**src/csd_pkg.sv**
```systemverilog
// package: encodings and tables for the condition, status and register decode block
`default_nettype none
package csd_pkg;
  // ==========================================================
  // condition field codes
  localparam logic [3:0] CC_ALWAYS = 4'h8;
  localparam logic [3:0] CC_LT = 4'h1;
  localparam logic [3:0] CC_LE = 4'h2;
  localparam logic [3:0] CC_ULE = 4'h3;
  localparam logic [3:0] CC_OV = 4'h4;
  localparam logic [3:0] CC_MI = 4'h5;
  localparam logic [3:0] CC_Z = 4'h6;
  localparam logic [3:0] CC_C = 4'h7;
  localparam logic [3:0] CC_GE = 4'h9;
  localparam logic [3:0] CC_GT = 4'ha;
  localparam logic [3:0] CC_UGT = 4'hb;
  localparam logic [3:0] CC_NOV = 4'hc;
  localparam logic [3:0] CC_PL = 4'hd;
  localparam logic [3:0] CC_NZ = 4'he;
  localparam logic [3:0] CC_NC = 4'hf;
  // ==========================================================
  // flag vector positions
  localparam int FLAG_S = 3;
  localparam int FLAG_Z = 2;
  localparam int FLAG_C = 1;
  localparam int FLAG_PV = 0;
  localparam int FLAG_COUNT = 4;
  localparam int EFFECT_BITS = 3;
  localparam logic [3:0] FLAGS_RESET = 4'h0;
  // ==========================================================
  // enumerations; bus cycle kind value is the status code
  typedef enum logic [3:0] {
    BK_INTERNAL, BK_REFRESH, BK_IO, BK_SPECIAL_IO, BK_SEG_TRAP_ACK,
    BK_NMI_ACK, BK_NVI_ACK, BK_VI_ACK, BK_DATA_MEM, BK_STACK_MEM,
    BK_COP_DATA_MEM, BK_COP_STACK_MEM, BK_PROG_NTH, BK_FETCH_FIRST,
    BK_COP_XFER, BK_RESERVED
  } csd_bus_kind_type;
  typedef enum logic [1:0] {W_BYTE, W_WORD, W_LONG, W_QUAD} csd_width_type;
  typedef enum logic [2:0] {
    FE_CLEAR, FE_SET, FE_RESULT, FE_KEEP, FE_UNDEF
  } csd_effect_type;
  typedef enum logic [1:0] {AM_REG, AM_INDIRECT, AM_DIRECT, AM_INDEX} csd_amode_type;
  typedef enum logic [1:0] {SM_NONSEG, SM_SEG_SHORT, SM_SEG_LONG} csd_seg_type;
  // ==========================================================
  // operand widths and add-immediate first digit
  localparam logic [6:0] BITS_BYTE = 7'h08;
  localparam logic [6:0] BITS_WORD = 7'h10;
  localparam logic [6:0] BITS_LONG = 7'h20;
  localparam logic [6:0] BITS_QUAD = 7'h40;
  localparam logic [3:0] ADDI_DIGIT_SHORT = 4'h0;
  localparam logic [3:0] ADDI_DIGIT_LONG = 4'h1;
  // ==========================================================
  // add cycle counts: [long][amode][segmode]
  localparam logic [7:0] CYC_TABLE [2][4][3] = '{
    '{'{8'h04, 8'h04, 8'h04}, '{8'h07, 8'h07, 8'h07},
      '{8'h09, 8'h0a, 8'h0c}, '{8'h0a, 8'h0a, 8'h0d}},
    '{'{8'h08, 8'h08, 8'h08}, '{8'h0e, 8'h0e, 8'h0e},
      '{8'h0f, 8'h10, 8'h12}, '{8'h10, 8'h10, 8'h13}}
  };
endpackage : csd_pkg
`default_nettype wire

```
**src/csd_cond_eval.sv**
```systemverilog
// condition field evaluator against the four arithmetic flags
`default_nettype none
module csd_cond_eval
  import csd_pkg::*;
(
  input wire logic [3:0] cc_field_in,
  input wire logic [3:0] flags_in,
  output logic cond_true_out
);
  logic s;
  logic z;
  logic c;
  logic v;
  logic sxv;
  assign s = flags_in[FLAG_S];
  assign z = flags_in[FLAG_Z];
  assign c = flags_in[FLAG_C];
  assign v = flags_in[FLAG_PV];
  assign sxv = s ^ v;
  always_comb
  begin
    case (cc_field_in)
      CC_ALWAYS: cond_true_out = 1'b1;
      CC_PL: cond_true_out = ~s;
      CC_MI: cond_true_out = s;
      CC_GE: cond_true_out = ~sxv;
      CC_LT: cond_true_out = sxv;
      CC_GT: cond_true_out = ~(z | sxv);
      CC_LE: cond_true_out = z | sxv;
      CC_UGT: cond_true_out = ~c & ~z;
      CC_ULE: cond_true_out = c | z;
      CC_NC: cond_true_out = ~c;
      CC_C: cond_true_out = c;
      CC_Z: cond_true_out = z;
      CC_NZ: cond_true_out = ~z;
      CC_OV: cond_true_out = v;
      CC_NOV: cond_true_out = ~v;
      default: cond_true_out = 1'b0;          // 0000: never
    endcase
  end
endmodule : csd_cond_eval
`default_nettype wire

```
**src/csd_decode.sv**
```systemverilog
// condition, bus status, register field, width, flag and cycle decode
// Functional notes
// - field 1001 true when S xor P/V is 0; 0001 when it is 1.
// - field 1010 true when Z or (S xor P/V) is 0; 0010 when 1.
// - field 1011 true when C and Z both 0; 0011 when C or Z.
// - field 1111 tests carry clear, 0111 tests carry set.
// - 0110 zero, 1110 not zero, 0100 P/V set, 1100 P/V clear.
// - field selects word n, aligned pair/quad, or high/low byte of n mod 8.
// - status codes 0-7: internal, refresh, I/O, special I/O, trap, NMI, NVI, VI.
// - status also shows memory, coprocessor, fetch kinds; one code stays reserved.
// - add-immediate first digit is 0 for word and byte, 1 for long.
// - byte and long variants use 8 and 32 bit operands, word 16.
// - each flag is cleared, set, from result, kept, or left undefined.
// - cycle count depends on addressing mode, width and segmentation mode.
`default_nettype none
module csd_decode
  import csd_pkg::*;
(
  input wire logic mclk_in,
  input wire logic reset_n_in,
  input wire logic [3:0] cc_field_in,
  input wire logic flag_update_in,
  input wire logic [3:0] result_flags_in,
  input wire logic [11:0] flag_effect_in,
  input wire csd_pkg::csd_bus_kind_type bus_kind_in,
  input wire logic [3:0] reg_field_in,
  input wire csd_pkg::csd_width_type width_in,
  input wire csd_pkg::csd_amode_type amode_in,
  input wire csd_pkg::csd_seg_type seg_mode_in,
  output logic [3:0] flags_out,
  output logic cond_true_out,
  output logic [3:0] bus_cycle_type_lines_out,
  output logic [3:0] reg_index_out,
  output logic high_byte_reg_out,
  output logic reg_misaligned_out,
  output logic direct_mode_out,
  output logic [6:0] operand_bits_out,
  output logic [3:0] add_imm_digit_out,
  output logic [7:0] cycles_out
);
  import csd_pkg::*;

  // ==========================================================
  // flag register
  logic [3:0] next_flags;
  genvar gi;
  generate
    for (gi = 0; gi < FLAG_COUNT; gi++)
    begin : g_flag
      csd_effect_type eff;
      assign eff = csd_effect_type'(flag_effect_in[gi*EFFECT_BITS +: EFFECT_BITS]);
      // undefined leaves the old value in place
      assign next_flags[gi] = !flag_update_in ? flags_out[gi] :
        (eff == FE_CLEAR) ? 1'b0 :
        (eff == FE_SET) ? 1'b1 :
        (eff == FE_RESULT) ? result_flags_in[gi] : flags_out[gi];
    end
  endgenerate

  // ==========================================================
  // condition evaluation on the current flags
  logic cond_now;
  csd_cond_eval u_cond (
    .cc_field_in(cc_field_in),
    .flags_in(flags_out),
    .cond_true_out(cond_now)
  );

  // ==========================================================
  // bus status; the reserved code is never driven
  logic [3:0] next_status;
  assign next_status = (bus_kind_in == BK_RESERVED) ? 4'(BK_INTERNAL) :
    4'(bus_kind_in);

  // ==========================================================
  // register field decode
  logic [3:0] next_index;
  logic next_high;
  logic next_misaligned;
  logic next_direct;
  logic is_long;
  assign is_long = (width_in == W_LONG);
  assign next_index = (width_in == W_BYTE) ? {1'b0, reg_field_in[2:0]} :
    (width_in == W_LONG) ? {reg_field_in[3:1], 1'b0} :
    (width_in == W_QUAD) ? {reg_field_in[3:2], 2'b00} : reg_field_in;
  assign next_high = (width_in == W_BYTE) && !reg_field_in[3];
  assign next_misaligned = ((width_in == W_LONG) && reg_field_in[0]) ||
    ((width_in == W_QUAD) && (reg_field_in[1:0] != 2'b00));
  assign next_direct = (amode_in != AM_REG) && (reg_field_in == 4'h0);

  // ==========================================================
  // width variants and cycle counts
  logic [6:0] next_bits;
  logic [3:0] next_digit;
  logic [7:0] next_cycles;
  logic [1:0] seg_idx;
  assign next_bits = (width_in == W_BYTE) ? BITS_BYTE :
    (width_in == W_LONG) ? BITS_LONG :
    (width_in == W_QUAD) ? BITS_QUAD : BITS_WORD;
  assign next_digit = is_long ? ADDI_DIGIT_LONG : ADDI_DIGIT_SHORT;
  // an unused segmentation code falls back to nonsegmented timing
  assign seg_idx = (seg_mode_in == SM_SEG_SHORT || seg_mode_in == SM_SEG_LONG) ?
    2'(seg_mode_in) : 2'(SM_NONSEG);
  assign next_cycles = CYC_TABLE[is_long][amode_in][seg_idx];

  // ==========================================================
  // output registers
  always_ff @(posedge mclk_in)
  begin
    if (!reset_n_in)
    begin
      flags_out <= FLAGS_RESET;
      cond_true_out <= 1'b0;
      bus_cycle_type_lines_out <= 4'(BK_INTERNAL);
      reg_index_out <= 4'h0;
      high_byte_reg_out <= 1'b0;
      reg_misaligned_out <= 1'b0;
      direct_mode_out <= 1'b0;
      operand_bits_out <= BITS_WORD;
      add_imm_digit_out <= ADDI_DIGIT_SHORT;
      cycles_out <= 8'h00;
    end
    else
    begin
      flags_out <= next_flags;
      cond_true_out <= cond_now;
      bus_cycle_type_lines_out <= next_status;
      reg_index_out <= next_index;
      high_byte_reg_out <= next_high;
      reg_misaligned_out <= next_misaligned;
      direct_mode_out <= next_direct;
      operand_bits_out <= next_bits;
      add_imm_digit_out <= next_digit;
      cycles_out <= next_cycles;
    end
  end

  // ==========================================================
  // checks
  // flags as they stood before the previous edge
  logic [3:0] pf;
  always_ff @(posedge mclk_in)
  begin
    pf <= flags_out;
  end

  AST_ALWAYS_TRUE: assert property (@(posedge mclk_in) disable iff (!reset_n_in)
    $past(reset_n_in) && $past(cc_field_in) == CC_ALWAYS |-> cond_true_out)
    else $error("always-true condition evaluated false");

  AST_SIGNED_GE: assert property (@(posedge mclk_in) disable iff (!reset_n_in)
    $past(reset_n_in) && $past(cc_field_in) == CC_GE |->
    cond_true_out == !(pf[FLAG_S] ^ pf[FLAG_PV]))
    else $error("signed greater-or-equal wrong");

  AST_SIGNED_LE: assert property (@(posedge mclk_in) disable iff (!reset_n_in)
    $past(reset_n_in) && $past(cc_field_in) == CC_LE |->
    cond_true_out == (pf[FLAG_Z] | (pf[FLAG_S] ^ pf[FLAG_PV])))
    else $error("signed less-or-equal wrong");

  AST_UNSIGNED_GT: assert property (@(posedge mclk_in) disable iff (!reset_n_in)
    $past(reset_n_in) && $past(cc_field_in) == CC_UGT |->
    cond_true_out == (!pf[FLAG_C] && !pf[FLAG_Z]))
    else $error("unsigned greater-than wrong");

  AST_STATUS_CODE: assert property (@(posedge mclk_in) disable iff (!reset_n_in)
    $past(reset_n_in) && $past(bus_kind_in) != BK_RESERVED |->
    bus_cycle_type_lines_out == 4'($past(bus_kind_in)))
    else $error("status code does not match cycle kind");

  AST_NO_RESERVED: assert property (@(posedge mclk_in) disable iff (!reset_n_in)
    bus_cycle_type_lines_out != 4'(BK_RESERVED))
    else $error("reserved status code driven");

  AST_BYTE_SELECT: assert property (@(posedge mclk_in) disable iff (!reset_n_in)
    $past(reset_n_in) && $past(width_in) == W_BYTE |->
    high_byte_reg_out == !$past(reg_field_in[3]) &&
    reg_index_out == {1'b0, $past(reg_field_in[2:0])})
    else $error("byte register select wrong");

  AST_ADD_DIGIT: assert property (@(posedge mclk_in) disable iff (!reset_n_in)
    $past(reset_n_in) |-> add_imm_digit_out == (($past(width_in) == W_LONG) ? 4'h1 : 4'h0))
    else $error("add-immediate digit wrong");

  AST_FLAG_CLEAR: assert property (@(posedge mclk_in) disable iff (!reset_n_in)
    flag_update_in && flag_effect_in[FLAG_Z*EFFECT_BITS +: EFFECT_BITS] == 3'(FE_CLEAR)
    ##1 !flag_update_in |=> !flags_out[FLAG_Z])
    else $error("cleared zero flag not held clear");

  AST_DIRECT_ZERO: assert property (@(posedge mclk_in) disable iff (!reset_n_in)
    amode_in == AM_INDEX && reg_field_in == 4'h0 |=> direct_mode_out)
    else $error("zero base field not flagged direct");

  AST_CYCLES_LONG: assert property (@(posedge mclk_in) disable iff (!reset_n_in)
    width_in == W_LONG && amode_in == AM_DIRECT && seg_mode_in == SM_SEG_LONG
    |=> cycles_out == 8'h12)
    else $error("long direct segmented cycle count wrong");

  AST_SIGNED_GT: assert property (@(posedge mclk_in) disable iff (!reset_n_in)
    $past(reset_n_in) && $past(cc_field_in) == CC_GT |->
    cond_true_out == !(pf[FLAG_Z] | (pf[FLAG_S] ^ pf[FLAG_PV])))
    else $error("signed greater-than wrong");

  AST_CARRY_TESTS: assert property (@(posedge mclk_in) disable iff (!reset_n_in)
    $past(reset_n_in) && $past(cc_field_in) == CC_NC |->
    cond_true_out == !pf[FLAG_C])
    else $error("no-carry test wrong");

  AST_ZERO_TEST: assert property (@(posedge mclk_in) disable iff (!reset_n_in)
    $past(reset_n_in) && $past(cc_field_in) == CC_Z |->
    cond_true_out == pf[FLAG_Z])
    else $error("zero test wrong");

  AST_OPERAND_BITS: assert property (@(posedge mclk_in) disable iff (!reset_n_in)
    $past(reset_n_in) && $past(width_in) == W_LONG |->
    operand_bits_out == BITS_LONG)
    else $error("long operand width wrong");

  AST_PAIR_ALIGN: assert property (@(posedge mclk_in) disable iff (!reset_n_in)
    $past(reset_n_in) && $past(width_in) == W_LONG |->
    (reg_index_out == {$past(reg_field_in[3:1]), 1'b0}) &&
    (reg_misaligned_out == $past(reg_field_in[0])))
    else $error("register pair select wrong");

  AST_FLAG_SET: assert property (@(posedge mclk_in) disable iff (!reset_n_in)
    flag_update_in && flag_effect_in[FLAG_S*EFFECT_BITS +: EFFECT_BITS] == 3'(FE_SET)
    |=> flags_out[FLAG_S])
    else $error("set sign flag not set");
endmodule : csd_decode
`default_nettype wire

```
**config.mk**
```make
export PLATFORM = sky130hd
export DESIGN_NAME = csd_decode
export DESIGN_NICKNAME = d
export VERILOG_FILES = /design/src/csd_pkg.sv /design/src/csd_cond_eval.sv /design/src/csd_decode.sv
export SDC_FILE = /design/constraint.sdc
export NUM_CORES = 1
export LEC_CHECK = 0
export CORE_MARGIN = 5
export CORE_UTILIZATION = 55
export DETAILED_ROUTE_END_ITERATION = 8
export DONT_BUFFER_PORTS = 1
export HOLD_SLACK_MARGIN = 0.02
export PLACE_DENSITY = 0.79
export SYNTH_ARGS = -nofsm -noshare
export SYNTH_HDL_FRONTEND = slang
export SYNTH_HIERARCHICAL = 1
export SYNTH_SLANG_ARGS = --single-unit
export TNS_END_PERCENT = 10
```
**constraint.sdc**
```tcl
create_clock -name mclk_in -period 1.5 [get_ports mclk_in]
set_input_delay 0.15 -clock mclk_in [delete_from_list [all_inputs] [get_ports mclk_in]]
set_output_delay 0.15 -clock mclk_in [all_outputs]
set_load 0.01 [all_outputs]
```
==> impl_table.tex <==
\begin{tabular}{lr}
\hline
Metric & Value \\
\hline
\multicolumn{2}{l}{\textbf{Layout}} \\
Ant diodes & 0 \\
\# nets final & 207 \\
Layout cells sized above 1 & 0.0838 \\
Cell Count, Final, Fillers Out & 195 \\
Growth of design area from synthesis to finish & 17.6\% \\
\multicolumn{2}{l}{\textbf{Critical path}} \\
Critical Path RT & 1.77 ns \\
Cell seen most often among critical-path stages & sky130\_fd\_sc\_hd\_\_dlygate4sd3\_1 \\
Category of the worst setup path capture point & flop \\
WP data arrival & 1.72 ns \\
Crit path cell chain & dlygate4sd3\_1 > or3\_1 > nor4\_2 > dlygate4sd3\_1 \\
Depth of the most critical reg-to-reg path & 5 \\
Origin of the critical flop-to-flop path & flags\_out[3]\$\_SDFFE\_PN0P\_ \\
Largest fanout of any net on the critical path & 2 \\
Crit Path Category & in2reg \\
Slowest Stage Delay on Critical Path & 0.57 ns \\
Library cell contributing the largest single delay on the critical path & sky130\_fd\_sc\_hd\_\_dlygate4sd3\_1 \\
CP startpoint & reg\_field\_in[2] \\
Worst Setup Start Kind & primary input \\
\multicolumn{2}{l}{\textbf{Logic synthesis}} \\
Top cell type's share of synthesized area & 0.391 \\
Combined area of all synthesized cells & 0.00133 sq mm \\
Top cell type by total area after synthesis & sky130\_fd\_sc\_hd\_\_dfxtp\_1 \\
Synth top area cells & sky130\_fd\_sc\_hd\_\_dfxtp\_1 39\%, sky130\_fd\_sc\_hd\_\_buf\_4 5.1\%, sky130\_fd\_sc\_hd\_\_nand2b\_1 4.7\% \\
Post-synthesis sequential area ratio & 0.391 \\
Synth Register Bits & 26 \\
Avg Synthesized Cell Area & 9.00 sq um \\
Gate count of the mapped netlist & 148 \\
Number of warning messages in the yosys log & 6 \\
Synth cell count leaders & 26 x sky130\_fd\_sc\_hd\_\_dfxtp\_1, 10 x sky130\_fd\_sc\_hd\_\_nand2b\_1, 9 x sky130\_fd\_sc\_hd\_\_a21oi\_1, 9 x sky130\_fd\_sc\_hd\_\_buf\_4, 8 x sky130\_fd\_sc\_hd\_\_nor2\_1 \\
Number of enable-type register cells in the synthesized netlist & 0 \\
Dominant synthesized flop cell & sky130\_fd\_sc\_hd\_\_dfxtp\_1 \\
Most used standard cell by instance count after synthesis & sky130\_fd\_sc\_hd\_\_dfxtp\_1 \\
Post-synth cell types & 45 \\
Post-synthesis async set-or-reset flop share & 0 \\
\multicolumn{2}{l}{\textbf{Floorplan}} \\
Floorplan core area & 0.00225 sq mm \\
I/O pins & 72 \\
Initial standard-cell utilization of the core & 0.591 \\
Row cnt & 17 \\
Width of the die & 59.2 microns \\
Die area & 0.00351 sq mm \\
Die H & 59.2 microns \\
\multicolumn{2}{l}{\textbf{Pwr}} \\
Leakage power total & 0.644 nW \\
Fraction of power spent switching nets & 0.229 \\
PD cells & 914 mW/mm\^{}2 \\
Int Power & 1.10 mW \\
Post-layout total power & 1.43 mW \\
Reg power frac & 0.535 \\
Sw Pwr & 0.328 mW \\
Max IR drop VDD & 635 uV \\
Share of total power in the clock network & 0.331 \\
Combinational Power Share & 0.134 \\
\multicolumn{2}{l}{\textbf{Clock tree}} \\
Reg clk slew, reported paths & 0.14 ns \\
Number of buffers on the longest clock path & 2 \\
Insertion delay of the later-clocked pin in the worst-skew pair & 0.31 ns \\
Clock root buffer & sky130\_fd\_sc\_hd\_\_clkbuf\_4 \\
Total CTS buffers & 3 \\
CTS H-tree lvls & 1 \\
TritonCTS clock tree & built \\
Clk sink count & 26 \\
Buffers inserted during post-CTS setup optimization & 0 \\
\multicolumn{2}{l}{\textbf{Route}} \\
Post-DR vias/cell & 5.74 \\
Antenna Violating Nets Remaining & 0 \\
Aggregate routed wire length & 3240 microns \\
Drt first-iter violations & 70 \\
DRT Pass-1 Iters & 4 \\
Number of remaining DRC errors & 0 \\
Count of vias placed by the detailed router & 1119 \\
Mean routed wirelength per cell & 16.6 microns \\
\multicolumn{2}{l}{\textbf{Worst hold path}} \\
Min-Delay Path Class & in2reg \\
Worst hold start & seg\_mode\_in[0] \\
Worst hold stages & 2 \\
\multicolumn{2}{l}{\textbf{Job}} \\
Max-Cap Viols & 0 \\
\multicolumn{2}{l}{\textbf{Timing}} \\
Setup tns final & 0 ns \\
Unrepaired setup endpoints after global routing & no \\
Final count of hold timing violations & 0 \\
Period Utilization, post-route & 0.962 \\
Clock tree skew after final layout & 0.000203 ns \\
Final Worst Setup Slack & 0.0565 ns \\
Final Critical Period & 1.44 ns \\
Max Transition Viols Final & 0 \\
Post-route worst hold slack & 0.0388 ns \\
Maximum clock rate & 693 MHz \\
Setup violation total in the final timing report & 0 \\
\multicolumn{2}{l}{\textbf{Run status}} \\
Status & finished, final reports clean \\
\multicolumn{2}{l}{\textbf{Global route}} \\
Via count of the first global-routing pass & 1159 \\
Antenna violations before repair & 0 \\
Residual overflow from global routing & 0 \\
Global-route wire length before repair & 5180 microns \\
Total global routing track utilization & 0.190 \\
Pin count of the biggest net entering global routing & 16 \\
\multicolumn{2}{l}{\textbf{Placement}} \\
Total of buffers placed on input and output ports & 0 \\
Worst Setup Slack post-DPL & 0.0534 ns \\
Total half-perimeter wirelength after legalization and detailed placement & 2210 microns \\
Placed insts & 172 \\
Final weighted congestion in routability-driven placement & 0.845 \\
\hline
\end{tabular}
logic make-up after synthesis:
logic type,synth area share
and+or+nand+nor,0.273
AOI/OAI and AO/OA,0.167
DFF,0.391
buffers and inverters,0.0986
xor gates and xnor gates,0.0329
adders and majority gates,0.0188
muxes,0.0160
other,0.00281
final cells by class:
| cell class | instances | area [sq um] |
|---|---|---|
| Inverter | 5 | 18.8 |
| Clock buffer | 3 | 22.5 |
| Clock inverter | 1 | 30.0 |
| Tap cell | 28 | 35.0 |
| Fill cell | 182 | 688 |
| Sequential cell | 26 | 523 |
| Timing Repair Buffer | 23 | 220 |
| Multi-Input combinational cell | 109 | 717 |
per-layer routing:
layer	track usage	wire length, microns	part of all wire	up-vias
met1	0.192	1150	0.35	530
li1	-	-	-	547
met3	0.0436	243	0.075	2
met5	0	0	0	-
met4	0.0583	24	0.0074	0
met2	0.374	1820	0.56	40
worst max-delay path, delay by kind of cell:
family / cells / cell delay [ns]
buf+inv: 2 / 1.11
simple gates: 2 / 0.45
sequential cells by signal, indices dropped and copies added, names as in the netlist:
signal                    cells
flags_out                     4
operand_bits_out              4
reg_index_out                 4
cond_true_out                 1
cycles_out                    5
bus_cycle_type_lines_out      4
direct_mode_out               1
add_imm_digit_out             1
reg_misaligned_out            1
high_byte_reg_out             1
repair_timing:
item | in CTS | in global routing
hold buffers | 19 | 0
setup endpoints to repair | 0 | 2
gates resized for setup | 0 | 3
hold endpoints to repair | 20 | 0
placed cells by master, fill, tap and decap left out, types with 2 or more instances in the layout:
cell,Yosys,final
sky130_fd_sc_hd__nand2_1,5,5
sky130_fd_sc_hd__conb_1,1,9
sky130_fd_sc_hd__a31oi_1,3,3
sky130_fd_sc_hd__o21ai_0,6,6
sky130_fd_sc_hd__nor3b_1,2,2
sky130_fd_sc_hd__nand3b_1,7,7
sky130_fd_sc_hd__and2_1,2,2
sky130_fd_sc_hd__or2b_1,2,2
sky130_fd_sc_hd__or3b_1,2,2
sky130_fd_sc_hd__clkbuf_4,0,3
sky130_fd_sc_hd__dlygate4sd3_1,0,19
sky130_fd_sc_hd__xor2_1,2,2
sky130_fd_sc_hd__and3_1,4,4
sky130_fd_sc_hd__a21oi_1,9,9
sky130_fd_sc_hd__o211ai_1,2,2
sky130_fd_sc_hd__buf_4,9,4
sky130_fd_sc_hd__ha_1,2,2
sky130_fd_sc_hd__o211a_1,2,2
sky130_fd_sc_hd__dfxtp_2,0,2
sky130_fd_sc_hd__nor2b_1,3,3
sky130_fd_sc_hd__a21o_1,4,4
sky130_fd_sc_hd__dfxtp_1,26,24
sky130_fd_sc_hd__nand2b_1,10,10
sky130_fd_sc_hd__inv_1,5,5
sky130_fd_sc_hd__xnor2_1,3,3
sky130_fd_sc_hd__nand4_1,2,2
sky130_fd_sc_hd__nand4bb_1,2,2
sky130_fd_sc_hd__nor2_1,8,8
sky130_fd_sc_hd__or3_1,2,2
worst paths after layout:
path | to | slack, ns
hold / removal | cycles_out[1]$_SDFF_PN0_ | 0.04
setup / recovery | direct_mode_out$_SDFF_PN0_ | 0.06
setup reg to reg | cond_true_out$_SDFF_PN0_ | 0.10
hold reg to reg | flags_out[3]$_SDFFE_PN0P_ | 0.56
power by group through the flow:
stage,Combinational [mW],Clock [mW],Sequential [mW]
after CTS,0.187,0.483,0.766
after detailed placement,0.143,0,0.782
final,0.192,0.474,0.766
after global routing,0.213,0.517,0.771
after floorplan,0.157,0,0.776
after global placement,0.138,0,0.781
per-stage QoR:
| step | util | cell area, sq um |
|---|---|---|
| final | 0.695 | 1570 |
| after global routing | 0.695 | 1570 |
| after CTS | 0.691 | 1560 |
| after detailed placement | 0.583 | 1320 |
| after global placement | 0.583 | 1320 |
| after floorplan | - | 1360 |
No activity file was read; power rests on OpenSTA's default activity.
